File: config.mk
export PLATFORM = sky130hd
export DESIGN_NAME = pc_stack_indirect_addressing
export DESIGN_NICKNAME = d
export VERILOG_FILES = /design/src/pc_stack_pkg.sv /design/src/return_stack.sv /design/src/pc_stack_indirect_addressing.sv
export VERILOG_INCLUDE_DIRS = /design/src
export SDC_FILE = /design/constraint.sdc
export NUM_CORES = 1
export LEC_CHECK = 0
export ABC_AREA = 0
export BUFFER_PORTS_ARGS = -buffer_cell sky130_fd_sc_hd__buf_2
export CAP_MARGIN = 15
export CORE_MARGIN = 4
export CORE_UTILIZATION = 55
export DETAILED_ROUTE_END_ITERATION = 8
export GPL_ROUTABILITY_DRIVEN = 0
export GPL_TIMING_DRIVEN = 0
export PLACE_DENSITY = 0.83
export SLEW_MARGIN = 10
export SYNTH_ARGS = -nofsm -noshare
export SYNTH_HDL_FRONTEND = slang
export SYNTH_HIERARCHICAL = 1
export SYNTH_SLANG_ARGS = --single-unit
File: constraint.sdc
create_clock -name mclk -period 3.4 [get_ports mclk]
set_input_delay 0.17 -clock mclk [delete_from_list [all_inputs] [get_ports mclk]]
set_output_delay 0.17 -clock mclk [all_outputs]
set_load 0.01 [all_outputs]
File: src/pc_stack_defs.svh
// constants for program counter sequencing, return stack and indirect addressing
`ifndef PC_STACK_DEFS_SVH
`define PC_STACK_DEFS_SVH

`define PC_WIDTH        13
`define PC_RESET        13'h0000
`define HIGH_LATCH_BITS 5
`define HIGH_LATCH_RST  8'h00
`define FILE_PTR_RST    8'h00
`define JUMP_OP_BITS    11
`define JUMP_PAGE_HI    4
`define JUMP_PAGE_LO    3
`define STACK_DEPTH     8
`define STACK_PTR_BITS  3
`define DATA_ADDR_BITS  9
`define INDIRECT_ADDR   7'h00
`define INDIRECT_EMPTY  8'h00

`endif

File: src/pc_stack_pkg.sv
// types for program counter sequencing
`default_nettype none
package pc_stack_pkg;
	// how the counter advances in one instruction
	typedef enum logic [2:0] {
		PC_STEP,
		PC_LOW_WRITE,
		PC_JUMP,
		PC_CALL,
		PC_RETURN,
		PC_INTERRUPT
	} pc_action_e;

	typedef logic [12:0] pc_t;
endpackage : pc_stack_pkg
`default_nettype wire

File: src/return_stack.sv
// circular return stack of counter values
`timescale 1ns/1ps
`default_nettype none
`include "pc_stack_defs.svh"
module return_stack #(
	parameter int DEPTH    = `STACK_DEPTH,
	parameter int PTR_BITS = `STACK_PTR_BITS,
	parameter int WIDTH    = `PC_WIDTH
) (
	input  wire logic             mclk,
	input  wire logic             rst_n,
	input  wire logic             push,
	input  wire logic             pop,
	input  wire logic [WIDTH-1:0] push_value,
	output logic      [WIDTH-1:0] top_value
);
	logic [WIDTH-1:0]    entry [DEPTH];
	logic [WIDTH-1:0]    next_entry [DEPTH];
	logic [PTR_BITS-1:0] ptr;
	logic [PTR_BITS-1:0] next_ptr;

	// top is the last pushed slot; no overflow or underflow flag exists [RL11]
	assign top_value = entry[PTR_BITS'(ptr - 1'b1)];

	// pointer wraps modulo depth, so a ninth push overwrites the first [RL10] [RL17]
	always_comb begin
		next_ptr = ptr;
		for (int i = 0; i < DEPTH; i++) begin
			next_entry[i] = entry[i];
		end
		if (push) begin
			next_entry[ptr] = push_value;
			next_ptr = PTR_BITS'(ptr + 1'b1);
		end else if (pop) begin
			next_ptr = PTR_BITS'(ptr - 1'b1);
		end
	end

	// pointer is internal only, never reachable by software [RL6]
	always_ff @(posedge mclk or negedge rst_n) begin
		if (!rst_n) begin
			ptr <= '0;
			for (int i = 0; i < DEPTH; i++) begin
				entry[i] <= '0;
			end
		end else begin
			ptr <= next_ptr;
			entry <= next_entry;
		end
	end

	// ******************************************************
	// assertions
	// ******************************************************
	property p_push_pop_restores;
		@(posedge mclk) disable iff (!rst_n)
		(push && !pop) ##1 (pop && !push) |-> (top_value == $past(push_value));
	endproperty
	a_push_pop_restores: assert property (p_push_pop_restores) // [RL8]
		else $error("pop after push did not return pushed value");

	property p_wrap_overwrite;
		@(posedge mclk) disable iff (!rst_n)
		push && !pop |=> (entry[$past(ptr)] == $past(push_value));
	endproperty
	a_wrap_overwrite: assert property (p_wrap_overwrite) // [RL10]
		else $error("push did not store into pointer slot");

	property p_pop_moves_back;
		@(posedge mclk) disable iff (!rst_n)
		pop && !push |=> ptr == PTR_BITS'($past(ptr) - 1'b1);
	endproperty
	a_pop_moves_back: assert property (p_pop_moves_back) // [RL17]
		else $error("pop did not move pointer back by one");

	c_wrap: cover property (@(posedge mclk) disable iff (!rst_n) push && ptr == PTR_BITS'(DEPTH - 1));
endmodule : return_stack
`default_nettype wire

File: src/pc_stack_indirect_addressing.sv
// program counter, return stack and indirect data address
// Behaviour
// (RL1) 13-bit counter; low byte writable, high from latch
// (RL2) any reset clears counter to zero
// (RL3) low-byte write loads high bits from latch
// (RL4) call/goto: operand low eleven, latch bits 4:3
// (RL5) low-byte arithmetic wraps without carry upward
// (RL6) eight-deep stack, pointer hidden from software
// (RL7) push on call or interrupt vector
// (RL8) pop on return, literal return, interrupt return
// (RL9) push/pop never touch high latch
// (RL10) stack is circular, ninth push overwrites first
// (RL11) no overflow or underflow status
// (RL12) indirect port accesses location at pointer
// (RL13) indirect read of itself returns zero
// (RL14) indirect write of itself stores nothing
// (RL15) address is bank bit then 8-bit pointer
// (RL16) otherwise counter increments, wrapping at top
// (RL17) extra pops wrap pointer silently, no error
`timescale 1ns/1ps
`default_nettype none
`include "pc_stack_defs.svh"
module pc_stack_indirect_addressing #(
	parameter logic [12:0] INT_VECTOR = 13'h0004
) (
	input  wire logic                   mclk,
	input  wire logic                   rst_n,
	input  wire logic                   fetch,
	input  wire pc_stack_pkg::pc_action_e action,
	input  wire logic [10:0]            jump_operand,
	input  wire logic [7:0]             alu_result,
	input  wire logic                   high_latch_write,
	input  wire logic [7:0]             high_latch_data,
	input  wire logic                   file_pointer_write,
	input  wire logic [7:0]             file_pointer_data,
	input  wire logic                   indirect_bank_select,
	input  wire logic [6:0]             direct_addr,
	input  wire logic                   data_read,
	input  wire logic                   data_write,
	input  wire logic [7:0]             data_wdata,
	input  wire logic [7:0]             mem_rdata,
	output var pc_stack_pkg::pc_t       program_counter,
	output logic [7:0]                  counter_low_byte,
	output logic [7:0]                  counter_high_latch,
	output logic [7:0]                  file_pointer,
	output logic [8:0]                  mem_addr,
	output logic                        mem_write,
	output logic [7:0]                  mem_wdata,
	output logic [7:0]                  data_rdata
);
	// ******************************************************
	// program counter
	// ******************************************************
	pc_stack_pkg::pc_t next_pc;
	logic [7:0]        next_latch;
	logic [7:0]        next_fptr;
	logic [12:0]       stack_top;
	logic              push;
	logic              pop;
	logic              indirect;

	// only one action per fetch; the decoder owns priority
	assign push = fetch && (action == pc_stack_pkg::PC_CALL
		|| action == pc_stack_pkg::PC_INTERRUPT); // [RL7]
	assign pop  = fetch && action == pc_stack_pkg::PC_RETURN; // [RL8]

	// next counter from the current action
	always_comb begin
		next_pc = program_counter;
		if (fetch) begin
			case (action)
				pc_stack_pkg::PC_LOW_WRITE: begin
					// carry never reaches upper bits; software bumps the latch [RL3] [RL5]
					next_pc = {counter_high_latch[`HIGH_LATCH_BITS-1:0], alu_result};
				end
				pc_stack_pkg::PC_JUMP, pc_stack_pkg::PC_CALL: begin
					next_pc = {counter_high_latch[`JUMP_PAGE_HI:`JUMP_PAGE_LO],
						jump_operand}; // [RL4]
				end
				pc_stack_pkg::PC_RETURN: begin
					next_pc = stack_top; // [RL8]
				end
				pc_stack_pkg::PC_INTERRUPT: begin
					next_pc = INT_VECTOR;
				end
				pc_stack_pkg::PC_STEP: begin
					next_pc = 13'(program_counter + 1'b1); // [RL16]
				end
				default: begin
					next_pc = 13'(program_counter + 1'b1);
				end
			endcase
		end
	end

	// latch changes only by its own write, never by stack traffic [RL9]
	always_comb begin
		next_latch = high_latch_write ? high_latch_data : counter_high_latch;
		next_fptr  = file_pointer_write ? file_pointer_data : file_pointer;
	end

	// every reset clears the counter [RL2]
	always_ff @(posedge mclk or negedge rst_n) begin
		if (!rst_n) begin
			program_counter    <= `PC_RESET;
			counter_high_latch <= `HIGH_LATCH_RST;
			file_pointer       <= `FILE_PTR_RST;
		end else begin
			program_counter    <= next_pc;
			counter_high_latch <= next_latch;
			file_pointer       <= next_fptr;
		end
	end

	// low byte is read straight from the counter [RL1]
	assign counter_low_byte = program_counter[7:0];

	// ******************************************************
	// return stack
	// ******************************************************
	// pushed value is the address after a call, i.e. the return point; an interrupt pushes the current counter
	return_stack #(
		.DEPTH    (`STACK_DEPTH),
		.PTR_BITS (`STACK_PTR_BITS),
		.WIDTH    (`PC_WIDTH)
	) u_stack (
		.mclk       (mclk),
		.rst_n      (rst_n),
		.push       (push),
		.pop        (pop),
		.push_value (action == pc_stack_pkg::PC_INTERRUPT ? program_counter
			: 13'(program_counter + 1'b1)),
		.top_value  (stack_top)
	);

	// ******************************************************
	// indirect addressing
	// ******************************************************
	// port has no storage; it redirects to bank bit plus pointer [RL12] [RL15]
	assign indirect = direct_addr == `INDIRECT_ADDR;

	// pointer aimed at the port itself: read zero, write dropped [RL13] [RL14]
	logic       self_ref;
	logic       read_self;
	logic       next_read_self;
	logic [8:0] next_mem_addr;
	logic       next_mem_write;
	logic [7:0] next_mem_wdata;
	logic [7:0] next_rdata;
	assign self_ref = indirect && file_pointer[6:0] == `INDIRECT_ADDR;

	// address, strobe and data leave together so a write lands where it was aimed;
	// the price is read data two cycles after the request
	always_comb begin
		next_mem_addr  = indirect ? {indirect_bank_select, file_pointer}
			: {2'b00, direct_addr}; // [RL15]
		next_mem_write = data_write && !self_ref; // [RL14]
		next_mem_wdata = data_wdata;
		next_read_self = data_read && self_ref;
		next_rdata     = read_self ? `INDIRECT_EMPTY : mem_rdata; // [RL13]
	end

	// memory request registers
	always_ff @(posedge mclk or negedge rst_n) begin
		if (!rst_n) begin
			mem_addr   <= 9'h000;
			mem_write  <= 1'b0;
			mem_wdata  <= 8'h00;
			read_self  <= 1'b0;
			data_rdata <= `INDIRECT_EMPTY;
		end else begin
			mem_addr   <= next_mem_addr;
			mem_write  <= next_mem_write;
			mem_wdata  <= next_mem_wdata;
			read_self  <= next_read_self;
			data_rdata <= next_rdata;
		end
	end

	// ******************************************************
	// assertions
	// ******************************************************
	property p_reset_zero;
		@(posedge mclk) $rose(rst_n) |-> program_counter == `PC_RESET;
	endproperty
	a_reset_zero: assert property (p_reset_zero) // [RL2]
		else $error("counter not zero after reset");

	property p_low_write;
		@(posedge mclk) disable iff (!rst_n)
		fetch && action == pc_stack_pkg::PC_LOW_WRITE |=>
		program_counter == {$past(counter_high_latch[4:0]), $past(alu_result)};
	endproperty
	a_low_write: assert property (p_low_write) // [RL3]
		else $error("low byte write loaded wrong counter");

	property p_jump;
		@(posedge mclk) disable iff (!rst_n)
		fetch && action == pc_stack_pkg::PC_JUMP |=>
		program_counter == {$past(counter_high_latch[4:3]), $past(jump_operand)};
	endproperty
	a_jump: assert property (p_jump) // [RL4]
		else $error("jump loaded wrong counter");

	property p_step;
		@(posedge mclk) disable iff (!rst_n)
		fetch && action == pc_stack_pkg::PC_STEP |=>
		program_counter == 13'($past(program_counter) + 1'b1);
	endproperty
	a_step: assert property (p_step) // [RL16]
		else $error("counter did not step by one");

	property p_call_return;
		@(posedge mclk) disable iff (!rst_n)
		(fetch && action == pc_stack_pkg::PC_CALL)
		##1 (fetch && action == pc_stack_pkg::PC_RETURN) |=>
		program_counter == 13'($past(program_counter, 2) + 1'b1);
	endproperty
	a_call_return: assert property (p_call_return) // [RL7]
		else $error("return did not resume after call");

	property p_latch_kept;
		@(posedge mclk) disable iff (!rst_n)
		(push || pop) && !high_latch_write |=> $stable(counter_high_latch);
	endproperty
	a_latch_kept: assert property (p_latch_kept) // [RL9]
		else $error("stack traffic changed high latch");

	property p_self_read;
		@(posedge mclk) disable iff (!rst_n)
		data_read && self_ref |-> ##2 data_rdata == `INDIRECT_EMPTY;
	endproperty
	a_self_read: assert property (p_self_read) // [RL13]
		else $error("self indirect read not zero");

	property p_self_write;
		@(posedge mclk) disable iff (!rst_n)
		data_write && self_ref |=> !mem_write;
	endproperty
	a_self_write: assert property (p_self_write) // [RL14]
		else $error("self indirect write reached memory");

	property p_ind_addr;
		@(posedge mclk) disable iff (!rst_n)
		indirect |=> mem_addr == $past({indirect_bank_select, file_pointer});
	endproperty
	a_ind_addr: assert property (p_ind_addr) // [RL15]
		else $error("indirect address wrong");

	c_call: cover property (@(posedge mclk) disable iff (!rst_n) push);
	c_ret: cover property (@(posedge mclk) disable iff (!rst_n) pop);
	c_ind: cover property (@(posedge mclk) disable iff (!rst_n) indirect && data_write);
endmodule : pc_stack_indirect_addressing
`default_nettype wire

==> impl_metrics.tcl <==
set metrics [dict create \
    status "completed" \
    io_pins 132 \
    fin_setup_tns_ns 0 \
    antenna_left 0 \
    synth_flop_cell "dfrtp_1" \
    critPathMostFrequentCell "buf_2" \
    p_int_w 0.00518 \
    synth_cells 659 \
    reg2reg_from "u_stack/ptr[0]$_DFFE_PN0P_" \
    die_h_um 128 \
    final_common_cell "dfrtp_1" \
    nets 925 \
    drive_gt1_frac 0.370 \
    grt_pass1_vias 6462 \
    setup_viol 0 \
    power.density_nw_per_um2 836 \
    multi_input_area_um2 3530 \
    drt_wl_total_mm 19.9 \
    worst_path_largest_cell_delay_ns 0.45 \
    synthToLayoutAreaGrowth_pct 24.5 \
    dpl.hpwl_mm 13.7 \
    route.detailed.drc 0 \
    seqCellArea_um2 4080 \
    dieArea_um2 16400 \
    final_area_um2 9870 \
    syn_area_per_cell_um2 12.0 \
    cp.required_ns 3.67 \
    synth_warnings 6 \
    start_util 0.567 \
    netSwitchingFraction 0.372 \
    core_area_um2 14000 \
    ys_types 52 \
    cp-startpoint "u_stack/ptr[0]$_DFFE_PN0P_" \
    cp_max_fo 10 \
    core.rowCount 43 \
    grt_max_degree 96 \
    leakage_nw 4.77 \
    maxCapViolCount 0 \
    peakVddDrop_uv 439 \
    cts_tree "yes" \
    p_clk_frac 0.229 \
    cpMaxStageDelayCell "dfrtp_1" \
    worstHoldStart "jump_operand[7]" \
    wire_per_inst_um 19.0 \
    n_fill_cell 959 \
    drtIter0Drc 496 \
    period_minus_slack_ns 3.12 \
    clkLatencyLatePin_ns 0.43 \
    numCtsBuffers 17 \
    crit_path_end_kind "flop" \
    cp_data_arrival_time_ns 3.40 \
    cp-start-kind "flop" \
    drt_pass1_iterations 8 \
    clock_path_buffers 2 \
    p_comb_frac 0.415 \
    critical_path_class "flop to flop" \
    yosysTopAreaCell "dfrtp_1" \
    cts_max_level 4 \
    slew_headroom 0.489 \
    fp.dieW_um 128 \
    grt_pass1_wl_mm 32.5 \
    clkSlewWorstSetupHoldPaths_ns 0.07 \
    fmax_ghz 0.320 \
    n_antenna_cell 0 \
    synth_edf_count 0 \
    cts.sinks 163 \
    switching_power_w 0.00307 \
    final_cell_mix "dfrtp_1 (163), buf_2 (146), mux2_2 (108)" \
    antenna_found_initial 0 \
    via_count 6094 \
    finalCritPeriodShare 0.918 \
    post_cts_buffers 0 \
    pwr-share-seq 0.357 \
    synth_async_sr_flop_share 1.00 \
    syn_area_um2 7930 \
    hold_viol 0 \
    viasPerCell 5.83 \
    report.final.slew_viol_count 0 \
    place_area_um2 8840 \
    yosys-top-cells-area "dfrtp_1 (51%), mux2_2 (15%), mux2i_1 (6.6%)" \
    skew_ns 0.0112 \
    synth_seq_area_share 0.514 \
    tightest_slew_ns 0.760 \
    hold_path.class "input pin to flop" \
    gr-total-overflow 0 \
    netlist.area_leader.share 0.514 \
    worstPathCellList "inv_2 -> clkbuf_2 -> ha_1 -> buf_2 -> buf_2 -> mux2i_1 -> nand3_1 -> and4_1 -> mux2_2 -> a222oi_1 -> a21oi_1" \
    track_usage 0.250 \
    yosys_register_bits 163 \
    rsz0062_at_grt "no" \
    portBuffers 130 \
    clock-root-buffer "clkbuf_16" \
    syn_nets 731 \
]
[cell type report]
type | instances | share of cell area
Inverter | 10 | 0.00380
Timing Repair Buffer | 175 | 0.114
Sequential cell | 163 | 0.413
Tap cell | 180 | 0.0228
Buffer | 52 | 0.0290
Clock inverter | 13 | 0.0142
Multi-Input combinational cell | 434 | 0.358
Clock buffer | 19 | 0.0449
[critical path, delay by kind of cell, from the launching register on]
family / cells / cell delay (ns)
multiplexers: 2 / 0.52
AO/OA/AOI/OAI: 2 / 0.40
AND/OR/NAND/NOR: 2 / 0.33
buffers and inverters: 4 / 0.94
flip-flops: 1 / 0.45
adder cells (fa/ha/maj): 1 / 0.31
[flip-flops by register name, summed over array words and instances, names as in the netlist]
name,flops
u_stack/entry,104
mem_addr,9
counter_high_latch,8
file_pointer,8
data_rdata,8
u_stack/ptr,3
mem_wdata,8
program_counter,13
mem_write,1
read_self,1
[logic make-up (layout without fill, tap and decap cells)]
family,after synthesis,in the layout,share of synthesized area
fa+ha+maj,3,3,0.00473
buf+inv,62,269,0.0406
mux,170,170,0.238
flops,163,163,0.514
xor+xnor,16,16,0.0196
simple gates,179,179,0.124
compound gates,66,66,0.0592
[cells in the mapped netlist (4+ instances only)]
master	number
and4_1	14
inv_1	8
nand2b_1	6
mux2_2	108
nand3_1	59
nand3b_1	8
nor3b_1	4
clkbuf_1	17
mux2_4	10
o21ai_0	19
nor2_1	16
xnor2_1	10
mux2i_1	52
a221o_1	5
a31oi_1	4
a21o_1	9
dfrtp_1	163
a22o_1	4
nand4_1	9
a21oi_1	8
and2_1	4
nand2_1	29
xor2_1	4
nor3_1	7
buf_4	12
buf_2	17
nor2b_1	10
[power groups by stage]
stage               registers (W)  clock network [W]  logic (W)
floorplan                 0.00288                  0    0.00240
global placement          0.00290                  0    0.00319
detailed placement        0.00295                  0    0.00330
CTS                       0.00293            0.00192    0.00337
global route              0.00301            0.00201    0.00371
finish                    0.00294            0.00189    0.00342
[repair_timing]
item / in CTS / in global routing
hold buffers: 44 / 0
endpoints found under the hold margin: 136 / 0
gates resized for setup: 0 / 4
setup endpoints to repair: 0 / 2
[path summary, 6_finish.rpt]
path                                             endpoint  slack [ns]  depth (start not counted)
hold reg to reg             u_stack/entry[22]$_DFFE_PN0P_        0.51                          1
setup reg to reg           program_counter[1]$_DFFE_PN0P_        0.28                         11
hold / removal             program_counter[7]$_DFFE_PN0P_        0.10                          4
max in group asynchronous   u_stack/entry[45]$_DFFE_PN0P_        2.23                          3
min in group asynchronous  program_counter[1]$_DFFE_PN0P_        0.38                          2
setup / recovery           program_counter[1]$_DFFE_PN0P_        0.28                         11
[metal layers]
layer / part of all wire / vias up / track usage
li1: - / 2771 / -
met1: 0.41 / 2966 / 0.315
met2: 0.49 / 295 / 0.414
met3: 0.076 / 62 / 0.0625
met4: 0.030 / 0 / 0.101
met5: 0 / - / 0
[through the flow]
| stage | worst slack (ns) | util | std cells | total power (W) | hold slack [ns] |
|---|---|---|---|---|---|
| 2_1_floorplan | 0.775 | - | 659 | 0.00527 | -0.126 |
| 3_3_place_gp | -0.132 | 0.629 | 969 | 0.00608 | 0.278 |
| 3_5_place_dp | 0.258 | 0.632 | 970 | 0.00625 | 0.251 |
| 4_1_cts | 0.246 | 0.705 | 1046 | 0.00821 | 0.0829 |
| 5_1_grt | 0.117 | 0.705 | 1046 | 0.00873 | 0.117 |
| 6_report | 0.279 | 0.705 | 1046 | 0.00825 | 0.105 |
(Power assumes the default switching activity.)
